==> src/rtl/wmac_pkg.sv <==
// package for the medium access coordinator: constants, enums, structs
// assumes one 40 MHz clock; all users write wmac_pkg::name
// Operation
// - contention access always present in every station
// - sense medium before any transmit attempt
// - medium idle for full gap before sending
// - defer while medium busy until it ends
// - random backoff, decrement only while free
// - optional request/clear exchange before data
// - polled access only at access point master
// - polled access built on distributed access
// - coordinator uses shorter gap than data gap
// - coordinator seizes free medium, bounded contention-free
// - contention-free period then contention period alternate
// - never disturb others' contention-free traffic
// - fragment on send, reassemble on receive
// - route requests to data or management
// - pass state machine indications upward
// - management sequencing for association, sync, power, auth
// - virtual carrier sense allocation timer
package wmac_pkg;
  localparam int SLOT_NS       = 1000;
  localparam int CLK_NS        = 25;
  localparam int SLOT_CYC      = (SLOT_NS + CLK_NS - 1) / CLK_NS;
  localparam int DIFS_SLOTS    = 3;
  localparam int PIFS_SLOTS    = 2;
  localparam int CW_BITS       = 5;
  localparam int NAV_BITS      = 16;
  localparam int CFP_SLOTS     = 64;
  localparam int CP_SLOTS      = 64;
  localparam int LEN_BITS      = 12;
  localparam int FRAG_THRESH   = 256;
  localparam logic [15:0] LFSR_SEED = 16'hACE1;
  localparam logic [15:0] LFSR_TAPS = 16'hB400;

  typedef enum logic [1:0] {
    WMAC_REQ_DATA,
    WMAC_REQ_MGMT,
    WMAC_REQ_NONE
  } wmac_req_e;

  typedef enum logic [2:0] {
    WMAC_MG_ASSOC,
    WMAC_MG_REASSOC,
    WMAC_MG_MIB,
    WMAC_MG_SYNC,
    WMAC_MG_POWER,
    WMAC_MG_AUTH
  } wmac_mgmt_e;

  typedef struct packed {
    logic                valid;
    logic                is_mgmt;
    wmac_mgmt_e          mgmt_op;
    logic                use_rts;
    logic [LEN_BITS-1:0] length;
  } wmac_req_s;

  typedef struct packed {
    logic                valid;
    logic                is_mgmt;
    logic                last;
    logic [LEN_BITS-1:0] length;
  } wmac_ind_s;
endpackage : wmac_pkg

==> src/rtl/wmac_core.sv <==
// top of the medium access coordinator: access machine, polling, nav, service routing
// assumes medium pins are asynchronous; service ports are on I_CLOCK
`timescale 1ns/100ps
module wmac_core #(
  parameter int CFP_SLOTS = wmac_pkg::CFP_SLOTS,
  parameter int CP_SLOTS  = wmac_pkg::CP_SLOTS
) (
  input  wire logic                                  I_CLOCK,
  input  wire logic                                  I_RSTN,
  input  wire logic                                  I_PHY_CCA,
  input  wire logic                                  I_PHY_RX_DONE,
  input  wire logic [wmac_pkg::NAV_BITS-1:0]         I_PHY_RX_DUR,
  input  wire logic                                  I_PHY_RX_CTS,
  input  wire logic                                  I_PHY_RX_MORE,
  input  wire logic [wmac_pkg::LEN_BITS-1:0]         I_PHY_RX_LEN,
  input  wire logic                                  I_PHY_TX_DONE,
  input  wire logic                                  I_IS_AP,
  input  wire logic                                  I_PCF_EN,
  input  wire wmac_pkg::wmac_req_s                   I_REQ,
  output logic                                       O_REQ_READY,
  output wmac_pkg::wmac_ind_s                        O_IND,
  output logic                                       O_TX_START,
  output logic                                       O_TX_RTS,
  output logic                                       O_TX_POLL,
  output logic [wmac_pkg::LEN_BITS-1:0]              O_TX_LEN,
  output logic                                       O_TX_FRAG_MORE,
  output logic                                       O_MGMT_START,
  output wmac_pkg::wmac_mgmt_e                       O_MGMT_OP,
  output logic                                       O_CFP_ACTIVE
);
  typedef enum logic [2:0] {
    ST_IDLE, ST_GAP, ST_DEFER, ST_BACKOFF, ST_RTS, ST_WAIT_CTS, ST_TX, ST_WAIT_DONE
  } wmac_st_e;

  // two-flop sync of carrier sense and both done pins, then a delay flop on each done for edge detect
  logic [1:0] cca_sync, rxd_sync, txd_sync;
  logic       rxd_d_reg, txd_d_reg;
  always_ff @(posedge I_CLOCK) begin
    if (!I_RSTN) begin
      cca_sync  <= 2'h0;
      rxd_sync  <= 2'h0;
      txd_sync  <= 2'h0;
      rxd_d_reg <= 1'b0;
      txd_d_reg <= 1'b0;
    end else begin
      cca_sync  <= {cca_sync[0], I_PHY_CCA};
      rxd_sync  <= {rxd_sync[0], I_PHY_RX_DONE};
      txd_sync  <= {txd_sync[0], I_PHY_TX_DONE};
      rxd_d_reg <= rxd_sync[1];
      txd_d_reg <= txd_sync[1];
    end
  end
  wire rx_done = rxd_sync[1] & ~rxd_d_reg;
  wire tx_done = txd_sync[1] & ~txd_d_reg;

  // slot divider: one-cycle enable per slot
  logic [15:0] div_reg, div_next;
  wire slot_tick = (div_reg == 16'(wmac_pkg::SLOT_CYC - 1));
  always_comb div_next = slot_tick ? 16'h0000 : div_reg + 16'h0001;
  always_ff @(posedge I_CLOCK) begin
    if (!I_RSTN) div_reg <= 16'h0000;
    else         div_reg <= div_next;
  end

  // virtual carrier sense: load larger announced duration, count down per slot
  logic [wmac_pkg::NAV_BITS-1:0] nav_reg, nav_next;
  always_comb begin
    nav_next = nav_reg;
    if (rx_done && I_PHY_RX_DUR > nav_reg)
      nav_next = I_PHY_RX_DUR;
    else if (slot_tick && nav_reg != '0)
      nav_next = nav_reg - 1'b1;
  end
  always_ff @(posedge I_CLOCK) begin
    if (!I_RSTN) nav_reg <= '0;
    else         nav_reg <= nav_next;
  end
  // busy when either physical or virtual sense says so; nav also shields others' polled periods
  wire medium_busy = cca_sync[1] | (nav_reg != '0);

  // contention-free / contention alternation, only at an access point
  logic        cfp_reg, cfp_next;
  logic [15:0] per_reg, per_next;
  wire pcf_on = I_IS_AP & I_PCF_EN;
  always_comb begin
    cfp_next = cfp_reg;
    per_next = per_reg;
    if (!pcf_on) begin
      cfp_next = 1'b0;
      per_next = 16'h0000;
    end else if (slot_tick) begin
      if (cfp_reg && per_reg == 16'(CFP_SLOTS - 1)) begin
        cfp_next = 1'b0;
        per_next = 16'h0000;
      end else if (!cfp_reg && per_reg == 16'(CP_SLOTS - 1)) begin
        cfp_next = 1'b1;
        per_next = 16'h0000;
      end else begin
        per_next = per_reg + 16'h0001;
      end
    end
  end
  always_ff @(posedge I_CLOCK) begin
    if (!I_RSTN) begin
      cfp_reg <= 1'b0;
      per_reg <= 16'h0000;
    end else begin
      cfp_reg <= cfp_next;
      per_reg <= per_next;
    end
  end

  // access machine: gap, defer, backoff (a frozen count resumes, no redraw), optional rts, fragment transmit
  wmac_st_e                      st_reg, st_next;
  logic [3:0]                    gap_reg, gap_next;
  logic                          def_reg, def_next;
  logic                          rts_reg, rts_next;
  logic [wmac_pkg::LEN_BITS-1:0] rem_reg, rem_next;
  logic                          tx_reg, tx_next;
  logic                          txr_reg, txr_next;
  logic                          poll_reg, poll_next;
  logic                          more_reg, more_next;
  logic [wmac_pkg::LEN_BITS-1:0] txl_reg, txl_next;
  logic                          mst_reg, mst_next;
  wmac_pkg::wmac_mgmt_e          mop_reg, mop_next;
  logic                          draw;
  logic                          bo_zero;
  wire [3:0] gap_need = cfp_reg ? 4'(wmac_pkg::PIFS_SLOTS) : 4'(wmac_pkg::DIFS_SLOTS);
  wire [wmac_pkg::LEN_BITS-1:0] frag_len =
    (rem_reg > wmac_pkg::LEN_BITS'(wmac_pkg::FRAG_THRESH)) ? wmac_pkg::LEN_BITS'(wmac_pkg::FRAG_THRESH) : rem_reg;

  always_comb begin
    st_next   = st_reg;
    gap_next  = gap_reg;
    def_next  = def_reg;
    rts_next  = rts_reg;
    rem_next  = rem_reg;
    tx_next   = 1'b0;
    txr_next  = 1'b0;
    poll_next = 1'b0;
    more_next = more_reg;
    txl_next  = txl_reg;
    mst_next  = 1'b0;
    mop_next  = mop_reg;
    draw      = 1'b0;
    case (st_reg)
      ST_IDLE: begin
        if (I_REQ.valid) begin
          rts_next = I_REQ.use_rts & ~I_REQ.is_mgmt;
          rem_next = I_REQ.length;
          mop_next = I_REQ.mgmt_op;
          mst_next = I_REQ.is_mgmt;
          gap_next = 4'h0;
          def_next = 1'b0;
          st_next  = I_REQ.is_mgmt ? ST_IDLE : ST_GAP;
        end
      end
      ST_GAP: begin
        if (medium_busy) begin
          gap_next = 4'h0;
          def_next = 1'b1;
        end else if (slot_tick) begin
          if (gap_reg + 4'h1 >= gap_need) begin
            if (def_reg && !cfp_reg) begin
              draw    = bo_zero;
              st_next = ST_BACKOFF;
            end else begin
              st_next = rts_reg ? ST_RTS : ST_TX;
            end
          end else begin
            gap_next = gap_reg + 4'h1;
          end
        end
      end
      ST_BACKOFF: begin
        if (medium_busy) begin
          gap_next = 4'h0;
          st_next  = ST_GAP;
        end else if (bo_zero) begin
          st_next = rts_reg ? ST_RTS : ST_TX;
        end
      end
      ST_RTS: begin
        txr_next = 1'b1;
        st_next  = ST_WAIT_CTS;
      end
      ST_WAIT_CTS: begin
        if (rx_done) begin
          if (I_PHY_RX_CTS) begin
            st_next = ST_TX;
          end else begin
            def_next = 1'b1;
            gap_next = 4'h0;
            st_next  = ST_GAP;
          end
        end
      end
      ST_TX: begin
        tx_next   = 1'b1;
        poll_next = cfp_reg;
        txl_next  = frag_len;
        more_next = (rem_reg > frag_len);
        rem_next  = rem_reg - frag_len;
        st_next   = ST_WAIT_DONE;
      end
      ST_WAIT_DONE: begin
        if (tx_done) begin
          gap_next = 4'h0;
          def_next = 1'b0;
          if (more_reg) st_next = ST_GAP;
          else          st_next = ST_IDLE;
        end
      end
      default: st_next = ST_IDLE;
    endcase
  end
  always_ff @(posedge I_CLOCK) begin
    if (!I_RSTN) begin
      st_reg   <= ST_IDLE;
      gap_reg  <= 4'h0;
      def_reg  <= 1'b0;
      rts_reg  <= 1'b0;
      rem_reg  <= '0;
      tx_reg   <= 1'b0;
      txr_reg  <= 1'b0;
      poll_reg <= 1'b0;
      more_reg <= 1'b0;
      txl_reg  <= '0;
      mst_reg  <= 1'b0;
      mop_reg  <= wmac_pkg::WMAC_MG_ASSOC;
    end else begin
      st_reg   <= st_next;
      gap_reg  <= gap_next;
      def_reg  <= def_next;
      rts_reg  <= rts_next;
      rem_reg  <= rem_next;
      tx_reg   <= tx_next;
      txr_reg  <= txr_next;
      poll_reg <= poll_next;
      more_reg <= more_next;
      txl_reg  <= txl_next;
      mst_reg  <= mst_next;
      mop_reg  <= mop_next;
    end
  end

  // count only in the backoff state, so the gap before it never eats the count
  wmac_backoff #(.CW_BITS(wmac_pkg::CW_BITS)) u_backoff (
    .i_clk       (I_CLOCK),
    .i_rstn      (I_RSTN),
    .i_draw      (draw),
    .i_slot_tick (slot_tick),
    .i_free      (~medium_busy & (st_reg == ST_BACKOFF)),
    .o_zero      (bo_zero),
    .o_count     ()
  );

  // receive side: count fragment lengths, indicate upward on last one
  logic [wmac_pkg::LEN_BITS-1:0] acc_reg, acc_next;
  wmac_pkg::wmac_ind_s           ind_reg, ind_next;
  always_comb begin
    acc_next       = acc_reg;
    ind_next       = '0;
    if (rx_done && !I_PHY_RX_CTS) begin
      if (I_PHY_RX_MORE) begin
        acc_next = acc_reg + I_PHY_RX_LEN;
      end else begin
        ind_next.valid  = 1'b1;
        ind_next.last   = 1'b1;
        ind_next.length = acc_reg + I_PHY_RX_LEN;
        acc_next        = '0;
      end
    end else if (mst_reg) begin
      ind_next.valid   = 1'b1;
      ind_next.is_mgmt = 1'b1;
    end
  end
  always_ff @(posedge I_CLOCK) begin
    if (!I_RSTN) begin
      acc_reg <= '0;
      ind_reg <= '0;
    end else begin
      acc_reg <= acc_next;
      ind_reg <= ind_next;
    end
  end

  assign O_REQ_READY    = (st_reg == ST_IDLE);
  assign O_IND          = ind_reg;
  assign O_TX_START     = tx_reg;
  assign O_TX_RTS       = txr_reg;
  assign O_TX_POLL      = poll_reg;
  assign O_TX_LEN       = txl_reg;
  assign O_TX_FRAG_MORE = more_reg;
  assign O_MGMT_START   = mst_reg;
  assign O_MGMT_OP      = mop_reg;
  assign O_CFP_ACTIVE   = cfp_reg;
endmodule : wmac_core

==> src/rtl/wmac_backoff.sv <==
// backoff counter with random draw from an lfsr
// assumes slot_tick is a one-cycle enable from the top's divider
`timescale 1ns/100ps
module wmac_backoff #(
  parameter int CW_BITS = wmac_pkg::CW_BITS
) (
  input  wire logic               i_clk,
  input  wire logic               i_rstn,
  input  wire logic               i_draw,
  input  wire logic               i_slot_tick,
  input  wire logic               i_free,
  output logic                    o_zero,
  output logic [CW_BITS-1:0]      o_count
);
  logic [15:0]        lfsr_reg, lfsr_next;
  logic [CW_BITS-1:0] cnt_reg, cnt_next;

  // draw loads a random count; decrement only on free slots
  always_comb begin
    lfsr_next = lfsr_reg[0] ? ((lfsr_reg >> 1) ^ wmac_pkg::LFSR_TAPS) : (lfsr_reg >> 1);
    cnt_next  = cnt_reg;
    if (i_draw) begin
      cnt_next = lfsr_reg[CW_BITS-1:0];
    end else if (i_slot_tick && i_free && cnt_reg != '0) begin
      cnt_next = cnt_reg - 1'b1;
    end
  end

  always_ff @(posedge i_clk) begin
    if (!i_rstn) begin
      lfsr_reg <= wmac_pkg::LFSR_SEED;
      cnt_reg  <= '0;
    end else begin
      lfsr_reg <= lfsr_next;
      cnt_reg  <= cnt_next;
    end
  end

  assign o_zero  = (cnt_reg == '0);
  assign o_count = cnt_reg;
endmodule : wmac_backoff

==> config.mk <==
export PLATFORM = sky130hd
export DESIGN_NAME = wmac_core
export DESIGN_NICKNAME = d
export VERILOG_FILES = /design/src/rtl/wmac_pkg.sv /design/src/rtl/wmac_core.sv /design/src/rtl/wmac_backoff.sv
export SDC_FILE = /design/constraint.sdc
export NUM_CORES = 1
export LEC_CHECK = 0
export BUFFER_PORTS_ARGS = -buffer_cell sky130_fd_sc_hd__buf_2
export CORE_ASPECT_RATIO = 0.9
export CORE_MARGIN = 3
export CORE_UTILIZATION = 25
export CTS_BUF_LIST = sky130_fd_sc_hd__clkbuf_8
export CTS_CLUSTER_DIAMETER = 60
export DETAILED_ROUTE_END_ITERATION = 10
export SYNTH_ARGS = -nofsm -noshare
export SYNTH_HDL_FRONTEND = slang
export SYNTH_SLANG_ARGS = --single-unit
==> constraint.sdc <==
create_clock -name I_CLOCK -period 2.7 [get_ports I_CLOCK]
set_clock_uncertainty 0.05 [all_clocks]
set_input_delay 0.27 -clock I_CLOCK [delete_from_list [all_inputs] [get_ports I_CLOCK]]
set_output_delay 0.27 -clock I_CLOCK [all_outputs]
set_load 0.01 [all_outputs]
==> results.txt, run 1 <==
The remaining number of nets flagged by the antenna check after routing came out at 0. The tightest slew margin relative to the limit came out at 31.4%. The critical path starts at div_reg[0]. The total count of hold-check failures in the final report came out at 0. The root buffer cell chosen for the clock tree is sky130_fd_sc_hd__clkbuf_8. The weighted congestion reported at the end of routability-driven placement came out at 0.845.

The H-tree level count came out at 4. The max-slew violation total from the final report is 0. The met2 layer usage reported by global route came out at 18.9%. Setup repair after global routing left no endpoint under its margin. The starting density of the core is 25.8%. Counting flops with a built-in enable in the synthesized netlist gives 0. After clock tree synthesis, the clock-pin slew on the worst setup and hold paths is 0.09 ns. The data required time at the worst endpoint came out at 2.99 ns. The estimated wirelength of the detail-placed design is 13,000 um.

The number of nets in the layout is 1,012. The worst voltage drop across the vdd grid came out at 0.269 mV. The worst-margin pin slew came out at 1.03 ns. The die boundary height came out at 165 um.

The count of inserted antenna diode cells came out at 0. The fraction of final layout cells with drive strength greater than 1 came out at 18.7%. The run finished with clean final reports. The layout-stage area growth over the synthesis result came out at 21.9%. Counting I/O delays and the setup requirement, the final critical path takes 2.52 ns. Including well taps, the total number of placed cells is 1,242. The count of warnings emitted by yosys is 0. For this run, design rule violations remaining after detail routing come to 0. The portion of the clock cycle consumed by the worst path in the final layout came out at 93.4%. Global routing consumed, on the met3 layer, 2.76% of the routing resources.

In the synthesized netlist, the number of instances is 809. The peak fanout along the critical path is 7. The count of endpoints failing setup in the final report came out at 0. The die area came out at 0.0302 sq mm. Across all setup checks in the final design, the least slack found is 0.178 ns. Together, buffers and inverters on the worst path number 1. The category of the worst setup path capture point is a flop. For this run, the number of standard cells in the final layout without fillers is 1,289. Counting flops and latches in the post-synthesis netlist gives 146. The share of synthesized registers carrying an async set or reset came out at 0%. Across all hold checks on the routed design, the worst slack comes to 0.0465 ns. The top cell types in the final layout, fill and taps aside, are sky130_fd_sc_hd__dfxtp_1 (146), sky130_fd_sc_hd__buf_2 (91), sky130_fd_sc_hd__nor2_1 (80), sky130_fd_sc_hd__nand2_1 (57), sky130_fd_sc_hd__a21oi_1 (47).

The number of optimization iterations in the first detailed-route pass came out at 5. The TritonCTS sink count came out at 146. met2 is the most crowded layer. The core region is 0.0273 sq mm. The via count of the first global-routing pass came out at 5,879. Entering global routing, the biggest net connects 46 pins. The net switching power is 0.00173 W. The commonest non-fill, non-tap cell in the layout is sky130_fd_sc_hd__dfxtp_1.

For this run, the leading register cell type out of synthesis is sky130_fd_sc_hd__dfxtp_1. In this run the tool buffered the top-level ports with 91 buffer cells. The met1 track demand over resource is 16.0%. The maximum cell stage delay along the critical path is 0.47 ns. The tightest min-delay check is of the in2reg type. The total power is 0.00551 W. The fraction of power spent switching nets came out at 31.5%. STA classifies the critical path startpoint as a flop. The number of buffers between clock root and the deepest sink is 2.

The share of total power in the clock network came out at 33.9%. The sequential fraction of design power came out at 44.3%. Combinational logic burns 21.8% of the power.

The startpoint identified for the worst hold timing path is I_REQ[8]. Yosys mapped the design onto 71 distinct sky130hd cell types. The total overflow left after global routing is 0. The total leakage power came out at 3.47 nW. TritonCTS built the clock tree. The internal power component came out at 0.00377 W. The number of antenna violations at the first check in global routing came out at 0. The overall via count from detail_route came out at 6,141. The wire length reported by the detailed router came out at 17,900 um. The synthesized cell area came out at 0.00704 sq mm. The number of DRC markers after the initial detailed-route iteration is 299.

Power spread over the standard cell area amounts to 642 mW/mm^2. The sequential share of the synthesized area is 41.5%. The origin of the critical flop-to-flop path is div_reg[0]. Dividing the detail-routed via count by the number of cells gives 4.76. The global-route wire length before repair came out at 29,300 um. The number of clock buffers added by TritonCTS is 17.

The tool flagged a number of max-cap violations equal to 0. Walking the worst path, the cells encountered are ha_1 > nor4bb_1 > and4_2 > nand3_2 > or4_1 > nand2b_1 > buf_4 > nor2_1. Global routing consumed, over all layers together, 11.9% of the routing resources. The routed wire length per instance is 13.9 um. The pre-CTS setup slack came out at 0.0223 ns. For the worst-skew pair, the clock arrives at the later sink with an insertion delay of 0.45 ns.

In this run the count of I/O pins placed on the die edge is 92. The floorplan row count is 57. Summed over all failing endpoints, the final setup total negative slack is 0 ns.

The master of the slowest instance on the critical path is sky130_fd_sc_hd__or4_1. The data arrival time of the worst path came out at 2.81 ns. Synthesis produced a netlist with a net count of 899. In this design, the largest share of critical-path delay is due to simple AND/OR/NAND/NOR gates. The highest attainable clock frequency came out at 0.396 GHz. The classification of the worst setup path is reg2reg. Measured along the x axis, the die boundary spans 183 um. The mean post-synth cell area is 8.70 sq um.
-- worst register-to-register path, delay by kind of cell, from the launching register on --
kind | cells | cell delay [ns]
buf+inv | 1 | 0.19
simple gates | 6 | 1.60
fa+ha+maj | 1 | 0.23
flops | 1 | 0.35
-- through the flow --
stage                     instance area [sq um]  utilization [%]
after floorplan                            7040                -
after global routing                       8580             31.4
after detailed placement                   7990             29.3
after CTS                                  8540             31.3
final                                      8580             31.4
after global placement                     7990             29.3
-- cells by family (layout without fill, tap and decap cells) --
kind of cell,count (synthesis),after routing,synth area share (%)
flops,146,146,41.5
other cells,1,1,0.0533
compound gates,169,170,15.8
mux,7,7,0.996
fa+ha+maj,35,35,6.33
buf+inv,73,198,3.95
simple gates,327,327,24.9
xor+xnor,51,51,6.35
-- layer usage --
metal | routed length [um] | up-vias
met4 | 314 | 0
met2 | 7970 | 112
met5 | 0 | -
met1 | 8880 | 2909
met3 | 777 | 16
li1 | - | 3104
-- power by group through the flow --
stage / Sequential (W) / Clock, W / Combinational [W]
final: 0.00244 / 0.00187 / 0.00120
after global routing: 0.00246 / 0.00202 / 0.00135
after CTS: 0.00244 / 0.00194 / 0.00120
after detailed placement: 0.00249 / 0 / 0.00118
after global placement: 0.00248 / 0 / 0.00117
after floorplan: 0.00242 / 0 / 0.000873
-- cell type report --
type                            instances  area [sq um]
Clock buffer                           20           275
Clock inverter                         12           154
Fill cell                            2859         18700
Inverter                               37           139
Multi-Input combinational cell        591          3870
Sequential cell                       146          2920
Tap cell                              354           443
Timing Repair Buffer                  129           771
-- synth_stat cells (all sizes together), types with 16 or more instances --
cell | n | share of area (%)
nor2 | 82 | 4.4
ha | 34 | 6.0
clkbuf | 31 | 1.7
a21oi | 48 | 3.5
and2 | 31 | 2.8
nor3 | 24 | 1.9
o21ai | 35 | 2.5
xor2 | 16 | 2.0
nand3 | 36 | 2.6
xnor2 | 35 | 4.4
nand2 | 57 | 3.0
inv | 37 | 2.0
and3 | 17 | 1.5
dfxtp | 146 | 42
-- repair_timing --
action / in CTS / in global routing
endpoints found under the hold margin: 12 / 0
endpoints found under the setup margin: 0 / 28
resized for setup: 0 / 2
hold buffers: 12 / 0
setup buffers: 0 / 2
-- final timing paths --
kind / to / slack [ns] / depth (start not counted)
worst max-delay path: per_reg[11] / 0.18 / 8
worst min-delay path: rem_reg[8] / 0.05 / 3
worst max register to register: per_reg[11] / 0.18 / 8
worst min register to register: u_backoff.lfsr_reg[6] / 0.37 / 1
Note: power is estimated with default switching activity, not from simulation.
==> run 2, diff against run 1 <==
--- a/config.mk
+++ b/config.mk
@@ -5,13 +5,13 @@
 export SDC_FILE = /design/constraint.sdc
 export NUM_CORES = 1
 export LEC_CHECK = 0
-export BUFFER_PORTS_ARGS = -buffer_cell sky130_fd_sc_hd__buf_2
 export CORE_ASPECT_RATIO = 0.9
 export CORE_MARGIN = 3
 export CORE_UTILIZATION = 25
 export CTS_BUF_LIST = sky130_fd_sc_hd__clkbuf_8
 export CTS_CLUSTER_DIAMETER = 60
 export DETAILED_ROUTE_END_ITERATION = 10
+export DONT_BUFFER_PORTS = 1
 export SYNTH_ARGS = -nofsm -noshare
 export SYNTH_HDL_FRONTEND = slang
 export SYNTH_SLANG_ARGS = --single-unit
==> results.txt, run 2 (same netlist as run 1, synthesis figures left out) <==
The remaining design rule violation count is 0 (unchanged). The overall via count from detail_route came out at 5,882 (was 6,141). The clock root buffer master is sky130_fd_sc_hd__clkbuf_8 (unchanged). The number of DRC markers after the initial detailed-route iteration came out at 390 (was 299). The core region area came out at 0.0273 sq mm (unchanged).

The total count of hold-check failures in the final report came out at 0 (unchanged). The estimated wirelength of the detail-placed design came to 12,700 um (was 13,000 um). The die boundary height came out at 165 um (unchanged). The final worst-path setup slack is 0.175 ns (was 0.178 ns).

The width of the die came to 183 um (unchanged). The commonest non-fill, non-tap cell in the layout was sky130_fd_sc_hd__dfxtp_1 (unchanged). The power density over cell area came out at 635 mW/mm^2 (was 642 mW/mm^2). The number of buffers between clock root and the deepest sink is 2 (unchanged).

The total leakage power is 3.14 nW (was 3.47 nW). The routed wire length per instance was 15.2 um (was 13.9 um). The worst voltage drop across the vdd grid came out at 0.293 mV (was 0.269 mV).

The number of maximum-capacitance violations is 0 (unchanged). The CTS tree is yes (unchanged). The classification of the worst setup path is reg2reg (unchanged). The TritonCTS sink count came out at 146 (unchanged). The total routing resource utilization after global routing is 12.3% (was 11.9%). The H-tree level count is 4 (unchanged). The data required time at the worst endpoint is 2.96 ns (was 2.99 ns). The max-slew violation total from the final report came out at 0 (unchanged). The portion of the clock cycle consumed by the worst path in the final layout came out at 93.5% (was 93.4%). The starting density of the core is 25.8% (unchanged). The total power is 0.00530 W (was 0.00551 W).

The tightest slew margin relative to the limit is 29.2% (was 31.4%). The worst-margin pin slew came to 1.06 ns (was 1.03 ns). The worst-skew pair later-pin latency came out at 0.46 ns (was 0.45 ns).

The number of nets in the layout came out at 945 (was 1,012). The floorplan row count is 57 (unchanged). Run status: finished clean (unchanged). The pin count of the biggest net entering global routing is 54 (was 46). The cell area after placement came out at 0.00748 sq mm (was 0.00799 sq mm).

The clock buffer count from CTS was 17 (unchanged). The clock transition at the registers of the reported paths came out at 0.09 ns (about the same). The path type of the worst min-delay path is in2reg (unchanged). The highest attainable clock frequency is 0.396 GHz (about the same). The remaining number of nets flagged by the antenna check after routing came out at 0 (unchanged).

The routed via count divided by cell count came out at 4.82 (was 4.76). The weighted congestion reported at the end of routability-driven placement is 0.800 (was 0.845). The data arrival time of the worst path is 2.79 ns (was 2.81 ns). The pre-CTS setup slack came out at 0.0282 ns (was 0.0223 ns).

Top library cells by usage in the layout, fill and taps aside: sky130_fd_sc_hd__dfxtp_1 (146), sky130_fd_sc_hd__nor2_1 (80), sky130_fd_sc_hd__nand2_1 (57), sky130_fd_sc_hd__a21oi_1 (47), sky130_fd_sc_hd__dlygate4sd3_1 (41) (was sky130_fd_sc_hd__dfxtp_1 (146), sky130_fd_sc_hd__buf_2 (91), sky130_fd_sc_hd__nor2_1 (80), sky130_fd_sc_hd__nand2_1 (57), sky130_fd_sc_hd__a21oi_1 (47)). The via count of the first global-routing pass came to 5,502 (was 5,879). The number of antenna violations at the first check in global routing came out at 1 (was 0). The utilization after layout is 30.6% (was 31.4%). The time the worst path needs with I/O delays and setup is 2.53 ns (was 2.52 ns). The category of the worst setup path capture point is a flop (unchanged). The die area came to 0.0302 sq mm (unchanged). The number of top-level design ports is 92 (unchanged). The wire length reported by the detailed router was 18,500 um (was 17,900 um). The final cell area excluding filler cells is 0.00835 sq mm (was 0.00858 sq mm).

The number of optimization iterations in the first detailed-route pass was 4 (was 5). The global-route congestion overflow total is 0 (unchanged). The number of port buffers came out at 0 (was 91). The count of endpoints failing setup in the final report is 0 (unchanged). The peak fanout along the critical path came out at 7 (unchanged). The global-route wire length before repair was 29,700 um (was 29,300 um). The kind of start point of the critical path is a flop (unchanged).

The fraction of final layout cells with drive strength greater than 1 was 8.78% (was 18.7%). The layout-stage area growth over the synthesis result is 18.6% (was 21.9%).
[run 2: layout make-up]
class | instances | area [sq um]
antenna | 1 | 2.50
clock buffer | 19 | 262
clock inverter | 11 | 115
fill | 2885 | 19000
inverter | 37 | 139
multi-input combinational | 591 | 3870
sequential | 146 | 2920
tap | 354 | 443
timing repair buffer | 62 | 588
[run 2: where the power goes]
part           switching (W)  internal (W)
clock               0.000837      0.000852
combinational       0.000680      0.000483
sequential          0.000162       0.00228
[run 2: per-layer routing]
metal,routed length (um),track usage [%],vias to the layer above,share of wire (%)
met5,0,0,-,0
met4,450,4.91,0,2.4
met3,1080,3.61,28,5.8
met2,8000,18.4,125,43
met1,8990,16.7,2751,49
li1,-,-,2978,-
[run 2: critical path, cell delays in order, from the launching register on]
cell	delay (ns)
sky130_fd_sc_hd__dfxtp_1	0.42
sky130_fd_sc_hd__inv_1	0.08
sky130_fd_sc_hd__ha_1	0.27
sky130_fd_sc_hd__and3_1	0.15
sky130_fd_sc_hd__nand4_1	0.17
sky130_fd_sc_hd__a211oi_1	0.63
sky130_fd_sc_hd__o31ai_4	0.19
sky130_fd_sc_hd__buf_4	0.20
sky130_fd_sc_hd__o21ai_0	0.15
sky130_fd_sc_hd__a21oi_1	0.05
[run 2: what timing repair did]
action	CTS	global route
setup endpoints to repair	0	17
resized for setup	0	2
buffers inserted	0	3
endpoints found under the hold margin	70	1
hold buffers	41	1
[run 2: through the flow]
step / setup TNS [ns] / hold WS, ns / cells
5_1_grt: -0.0120 / 0.00792 / 1221
3_3_place_gp: 0 / 0.303 / 1144
6_report: 0 / 0.0315 / 1221
2_1_floorplan: 0 / 0.336 / 809
4_1_cts: 0 / 0.00335 / 1215
3_5_place_dp: 0 / 0.309 / 1144
[run 2: final timing paths]
kind | start | slack [ns] | cells after the start | to
worst max-delay path | nav_reg[8] | 0.17 | 9 | nav_reg[15]
worst min-delay path | I_PHY_RX_CTS | 0.03 | 2 | O_IND[14]
worst max register to register | nav_reg[8] | 0.17 | 9 | nav_reg[15]
worst min register to register | u_backoff.lfsr_reg[12] | 0.36 | 1 | u_backoff.lfsr_reg[11]
==> run 3, diff against run 2 <==
--- a/config.mk
+++ b/config.mk
@@ -7,11 +7,13 @@
 export LEC_CHECK = 0
 export CORE_ASPECT_RATIO = 0.9
 export CORE_MARGIN = 3
-export CORE_UTILIZATION = 25
+export CORE_UTILIZATION = 62
 export CTS_BUF_LIST = sky130_fd_sc_hd__clkbuf_8
 export CTS_CLUSTER_DIAMETER = 60
 export DETAILED_ROUTE_END_ITERATION = 10
 export DONT_BUFFER_PORTS = 1
+export PLACE_DENSITY = 0.78
+export SLEW_MARGIN = 20
 export SYNTH_ARGS = -nofsm -noshare
 export SYNTH_HDL_FRONTEND = slang
 export SYNTH_SLANG_ARGS = --single-unit
==> results.txt, run 3 (same netlist as run 1, synthesis figures left out) <==
The endpoint of the lowest-slack register-to-register path is nav_reg[13] (was nav_reg[15]). The data arrival time of the worst path is 2.84 ns (was 2.79 ns). The worst-skew pair later-pin latency was 0.44 ns (was 0.46 ns). The via count of the first global-routing pass came out at 5,741 (was 5,502).

The time the worst path needs with I/O delays and setup came out at 2.53 ns (about the same). The number of optimization iterations in the first detailed-route pass came out at 5 (was 4). The clock transition at the registers of the reported paths is 0.08 ns (was 0.09 ns).

The fraction of power spent switching nets is 30.2% (was 31.7%). The power density over cell area was 661 mW/mm^2 (was 635 mW/mm^2). The worst voltage drop across the vdd grid is 0.342 mV (was 0.293 mV). The hold path startpoint is I_REQ[1] (was I_PHY_RX_CTS). The total of cells resized after clock tree synthesis is 0 (unchanged). Among the stages of the critical path, the cell type that occurs most often is sky130_fd_sc_hd__or3_1.

The estimated wirelength of the detail-placed design is 10,900 um (was 12,700 um). The CTS tree is yes (unchanged). The die area came out at 0.0127 sq mm (was 0.0302 sq mm). The number of fill cells came out at 821 (was 2,885).

The die boundary height is 107 um (was 165 um). Run status: finished clean (unchanged). The total leakage power came out at 3.09 nW (was 3.14 nW). The origin of the critical flop-to-flop path is div_reg[0] (was nav_reg[8]). The sink of the worst hold path was rem_reg[1] (was O_IND[14]). The internal power component came out at 0.00369 W (was 0.00362 W).

The count of buffer and inverter cells on the critical path came to 0 (was 2). Sequence of cells on the critical path: ha_1 > nor4bb_1 > and4_1 > o2111ai_2 > or3_1 > or3_1 > a31oi_1 (was inv_1 > ha_1 > and3_1 > nand4_1 > a211oi_1 > o31ai_4 > buf_4 > o21ai_0 > a21oi_1). The sequential fraction of design power came out at 46.5% (was 46.2%). The routed via count divided by cell count is 5.96 (was 4.82). The clock root buffer master was sky130_fd_sc_hd__clkbuf_8 (unchanged). The number of top-level design ports is 92 (unchanged). The setup slack of the worst register-to-register path is 0.17 ns (about the same). The highest attainable clock frequency is 0.396 GHz (about the same). The total routing resource utilization after global routing is 26.0% (was 12.3%).

The count of endpoints failing setup in the final report came out at 0 (unchanged). The tightest slew margin relative to the limit came out at 36.8% (was 29.2%). The TritonCTS sink count is 146 (unchanged).

The number of buffers between clock root and the deepest sink is 2 (unchanged). The worst-margin pin slew came out at 0.944 ns (was 1.06 ns). The family with the most delay on the worst path is simple AND/OR/NAND/NOR gates (was compound AO/OA/AOI/OAI gates). The max-slew violation total from the final report came out at 0 (unchanged). The portion of the clock cycle consumed by the worst path in the final layout was 93.6% (was 93.5%). The kind of start point of the critical path was a flop (unchanged). The master of the slowest instance on the critical path is sky130_fd_sc_hd__and4_1 (was sky130_fd_sc_hd__a211oi_1). The routed wire length per instance is 16.1 um (was 15.2 um). The number of port buffers came out at 0 (unchanged). The data required time at the worst endpoint is 3.01 ns (was 2.96 ns). The overall via count from detail_route is 5,989 (was 5,882). The post-route setup TNS came to 0 ns (unchanged). The total count of hold-check failures in the final report is 0 (unchanged). The utilization after layout is 73.0% (was 30.6%). The maximum cell stage delay along the critical path is 0.43 ns (was 0.63 ns).

The classification of the worst setup path is reg2reg (unchanged). The category of the worst setup path capture point is a flop (unchanged). The H-tree level count is 4 (unchanged).

The share of total power in the clock network came out at 32.8% (was 31.9%). The post-CTS setup repair buffer count came out at 0 (unchanged). The number of nets in the layout came out at 932 (was 945). Setup repair after global routing left no endpoint under its margin. The total number of cells along the worst setup path is 7 (was 9).

The width of the die was 118 um (was 183 um). The fraction of final layout cells with drive strength greater than 1 came out at 7.97% (was 8.78%). The number of DRC markers after the initial detailed-route iteration came to 573 (was 390). The path type of the worst min-delay path was in2reg (unchanged). The wire length reported by the detailed router came out at 16,100 um (was 18,500 um). The layout-stage area growth over the synthesis result came to 13.6% (was 18.6%). The weighted congestion reported at the end of routability-driven placement came out at 0.920 (was 0.800).

The number of cells on the worst reg-to-reg path was 7 (was 9). The core region area came out at 0.0109 sq mm (was 0.0273 sq mm). The commonest non-fill, non-tap cell in the layout was sky130_fd_sc_hd__dfxtp_1 (unchanged). The number of antenna violations at the first check in global routing was 0 (was 1).

The net switching power is 0.00160 W (was 0.00168 W). The global-route wire length before repair is 27,300 um (was 29,700 um). The remaining design rule violation count came out at 0 (unchanged).

The number of cells traversed by the worst hold path was 2 (unchanged). The remaining number of nets flagged by the antenna check after routing came to 0 (unchanged). The peak fanout along the critical path came to 6 (was 7). The floorplan row count came out at 36 (was 57). The combinational fraction of design power came out at 20.8% (was 21.9%).

Top library cells by usage in the layout, fill and taps aside: sky130_fd_sc_hd__dfxtp_1 (146), sky130_fd_sc_hd__nor2_1 (80), sky130_fd_sc_hd__nand2_1 (57), sky130_fd_sc_hd__a21oi_1 (47), sky130_fd_sc_hd__inv_1 (39) (was sky130_fd_sc_hd__dfxtp_1 (146), sky130_fd_sc_hd__nor2_1 (80), sky130_fd_sc_hd__nand2_1 (57), sky130_fd_sc_hd__a21oi_1 (47), sky130_fd_sc_hd__dlygate4sd3_1 (41)). The number of maximum-capacitance violations is 0 (unchanged). The pin count of the biggest net entering global routing is 55 (was 54). The instance count after placement with tap cells included is 939 (was 1,144). The clock buffer count from CTS was 17 (unchanged).

The count of hold buffers inserted by post-cts repair is 36 (was 41). The global-route congestion overflow total came out at 0 (unchanged). The count of inserted antenna diode cells came to 0 (was 1). The post-route non-filler standard cell count came to 1,005 (was 1,221). The starting density of the core is 64.3% (was 25.8%).
-- run 3: cell types whose count changed in the layout (fill, tap and decap cells not counted) --
cell,previous run,this run
sky130_fd_sc_hd__buf_12,0,2
sky130_fd_sc_hd__buf_16,1,0
sky130_fd_sc_hd__buf_4,20,13
sky130_fd_sc_hd__bufinv_16,2,3
sky130_fd_sc_hd__clkinv_2,3,2
sky130_fd_sc_hd__clkinv_4,1,2
sky130_fd_sc_hd__diode_2,1,0
sky130_fd_sc_hd__dlygate4sd3_1,41,35
sky130_fd_sc_hd__inv_6,1,0
sky130_fd_sc_hd__nor2b_1,3,4
sky130_fd_sc_hd__nor2b_2,1,0
sky130_fd_sc_hd__o31ai_4,2,1
-- run 3: area by class of cell --
class	count	area (sq um)	share of cell area [%]
Sequential cell	146	2920	36.6
Clock inverter	11	140	1.75
Tap cell	152	190	2.38
Multi-Input combinational cell	590	3850	48.2
Timing Repair Buffer	50	488	6.11
Inverter	37	139	1.74
Clock buffer	19	262	3.27
-- run 3: layer usage --
layer	vias up	global-route usage [%]	wire length [um]
li1	2935	-	-
met1	2848	34.2	7380
met2	183	42.5	7560
met3	23	6.75	928
met4	0	7.62	256
met5	-	0	0
-- run 3: worst max path at each step --
| stage | start | end | slack [ns] |
|---|---|---|---|
| after floorplan | nav_reg[8] | nav_reg[12] | 0.38 |
| after global placement | acc_reg[1] | acc_reg[11] | 0.36 |
| after detailed placement | div_reg[0] | nav_reg[13] | 0.22 |
| after CTS | div_reg[0] | nav_reg[13] | 0.20 |
| after global routing | acc_reg[1] | acc_reg[11] | 0.008 |
| final | div_reg[0] | nav_reg[13] | 0.17 |
-- run 3: power by group through the flow --
stage,combinational [W],sequential [W],clock (W)
after global routing,0.00123,0.00248,0.00185
after floorplan,0.000873,0.00242,0
after global placement,0.000981,0.00249,0
final,0.00110,0.00246,0.00173
after detailed placement,0.00102,0.00250,0
after CTS,0.00108,0.00245,0.00176
-- run 3: per-stage QoR --
stage | setup WS (ns) | area (sq um) | power (W) | hold WS [ns]
after floorplan | 0.381 | 7040 | 0.00329 | 0.336
after global placement | 0.364 | 7220 | 0.00347 | 0.301
after detailed placement | 0.221 | 7220 | 0.00351 | 0.307
after CTS | 0.203 | 7990 | 0.00528 | 0.000672
after global routing | 0.00789 | 7990 | 0.00555 | 0.0374
final | 0.173 | 7990 | 0.00528 | 0.0273
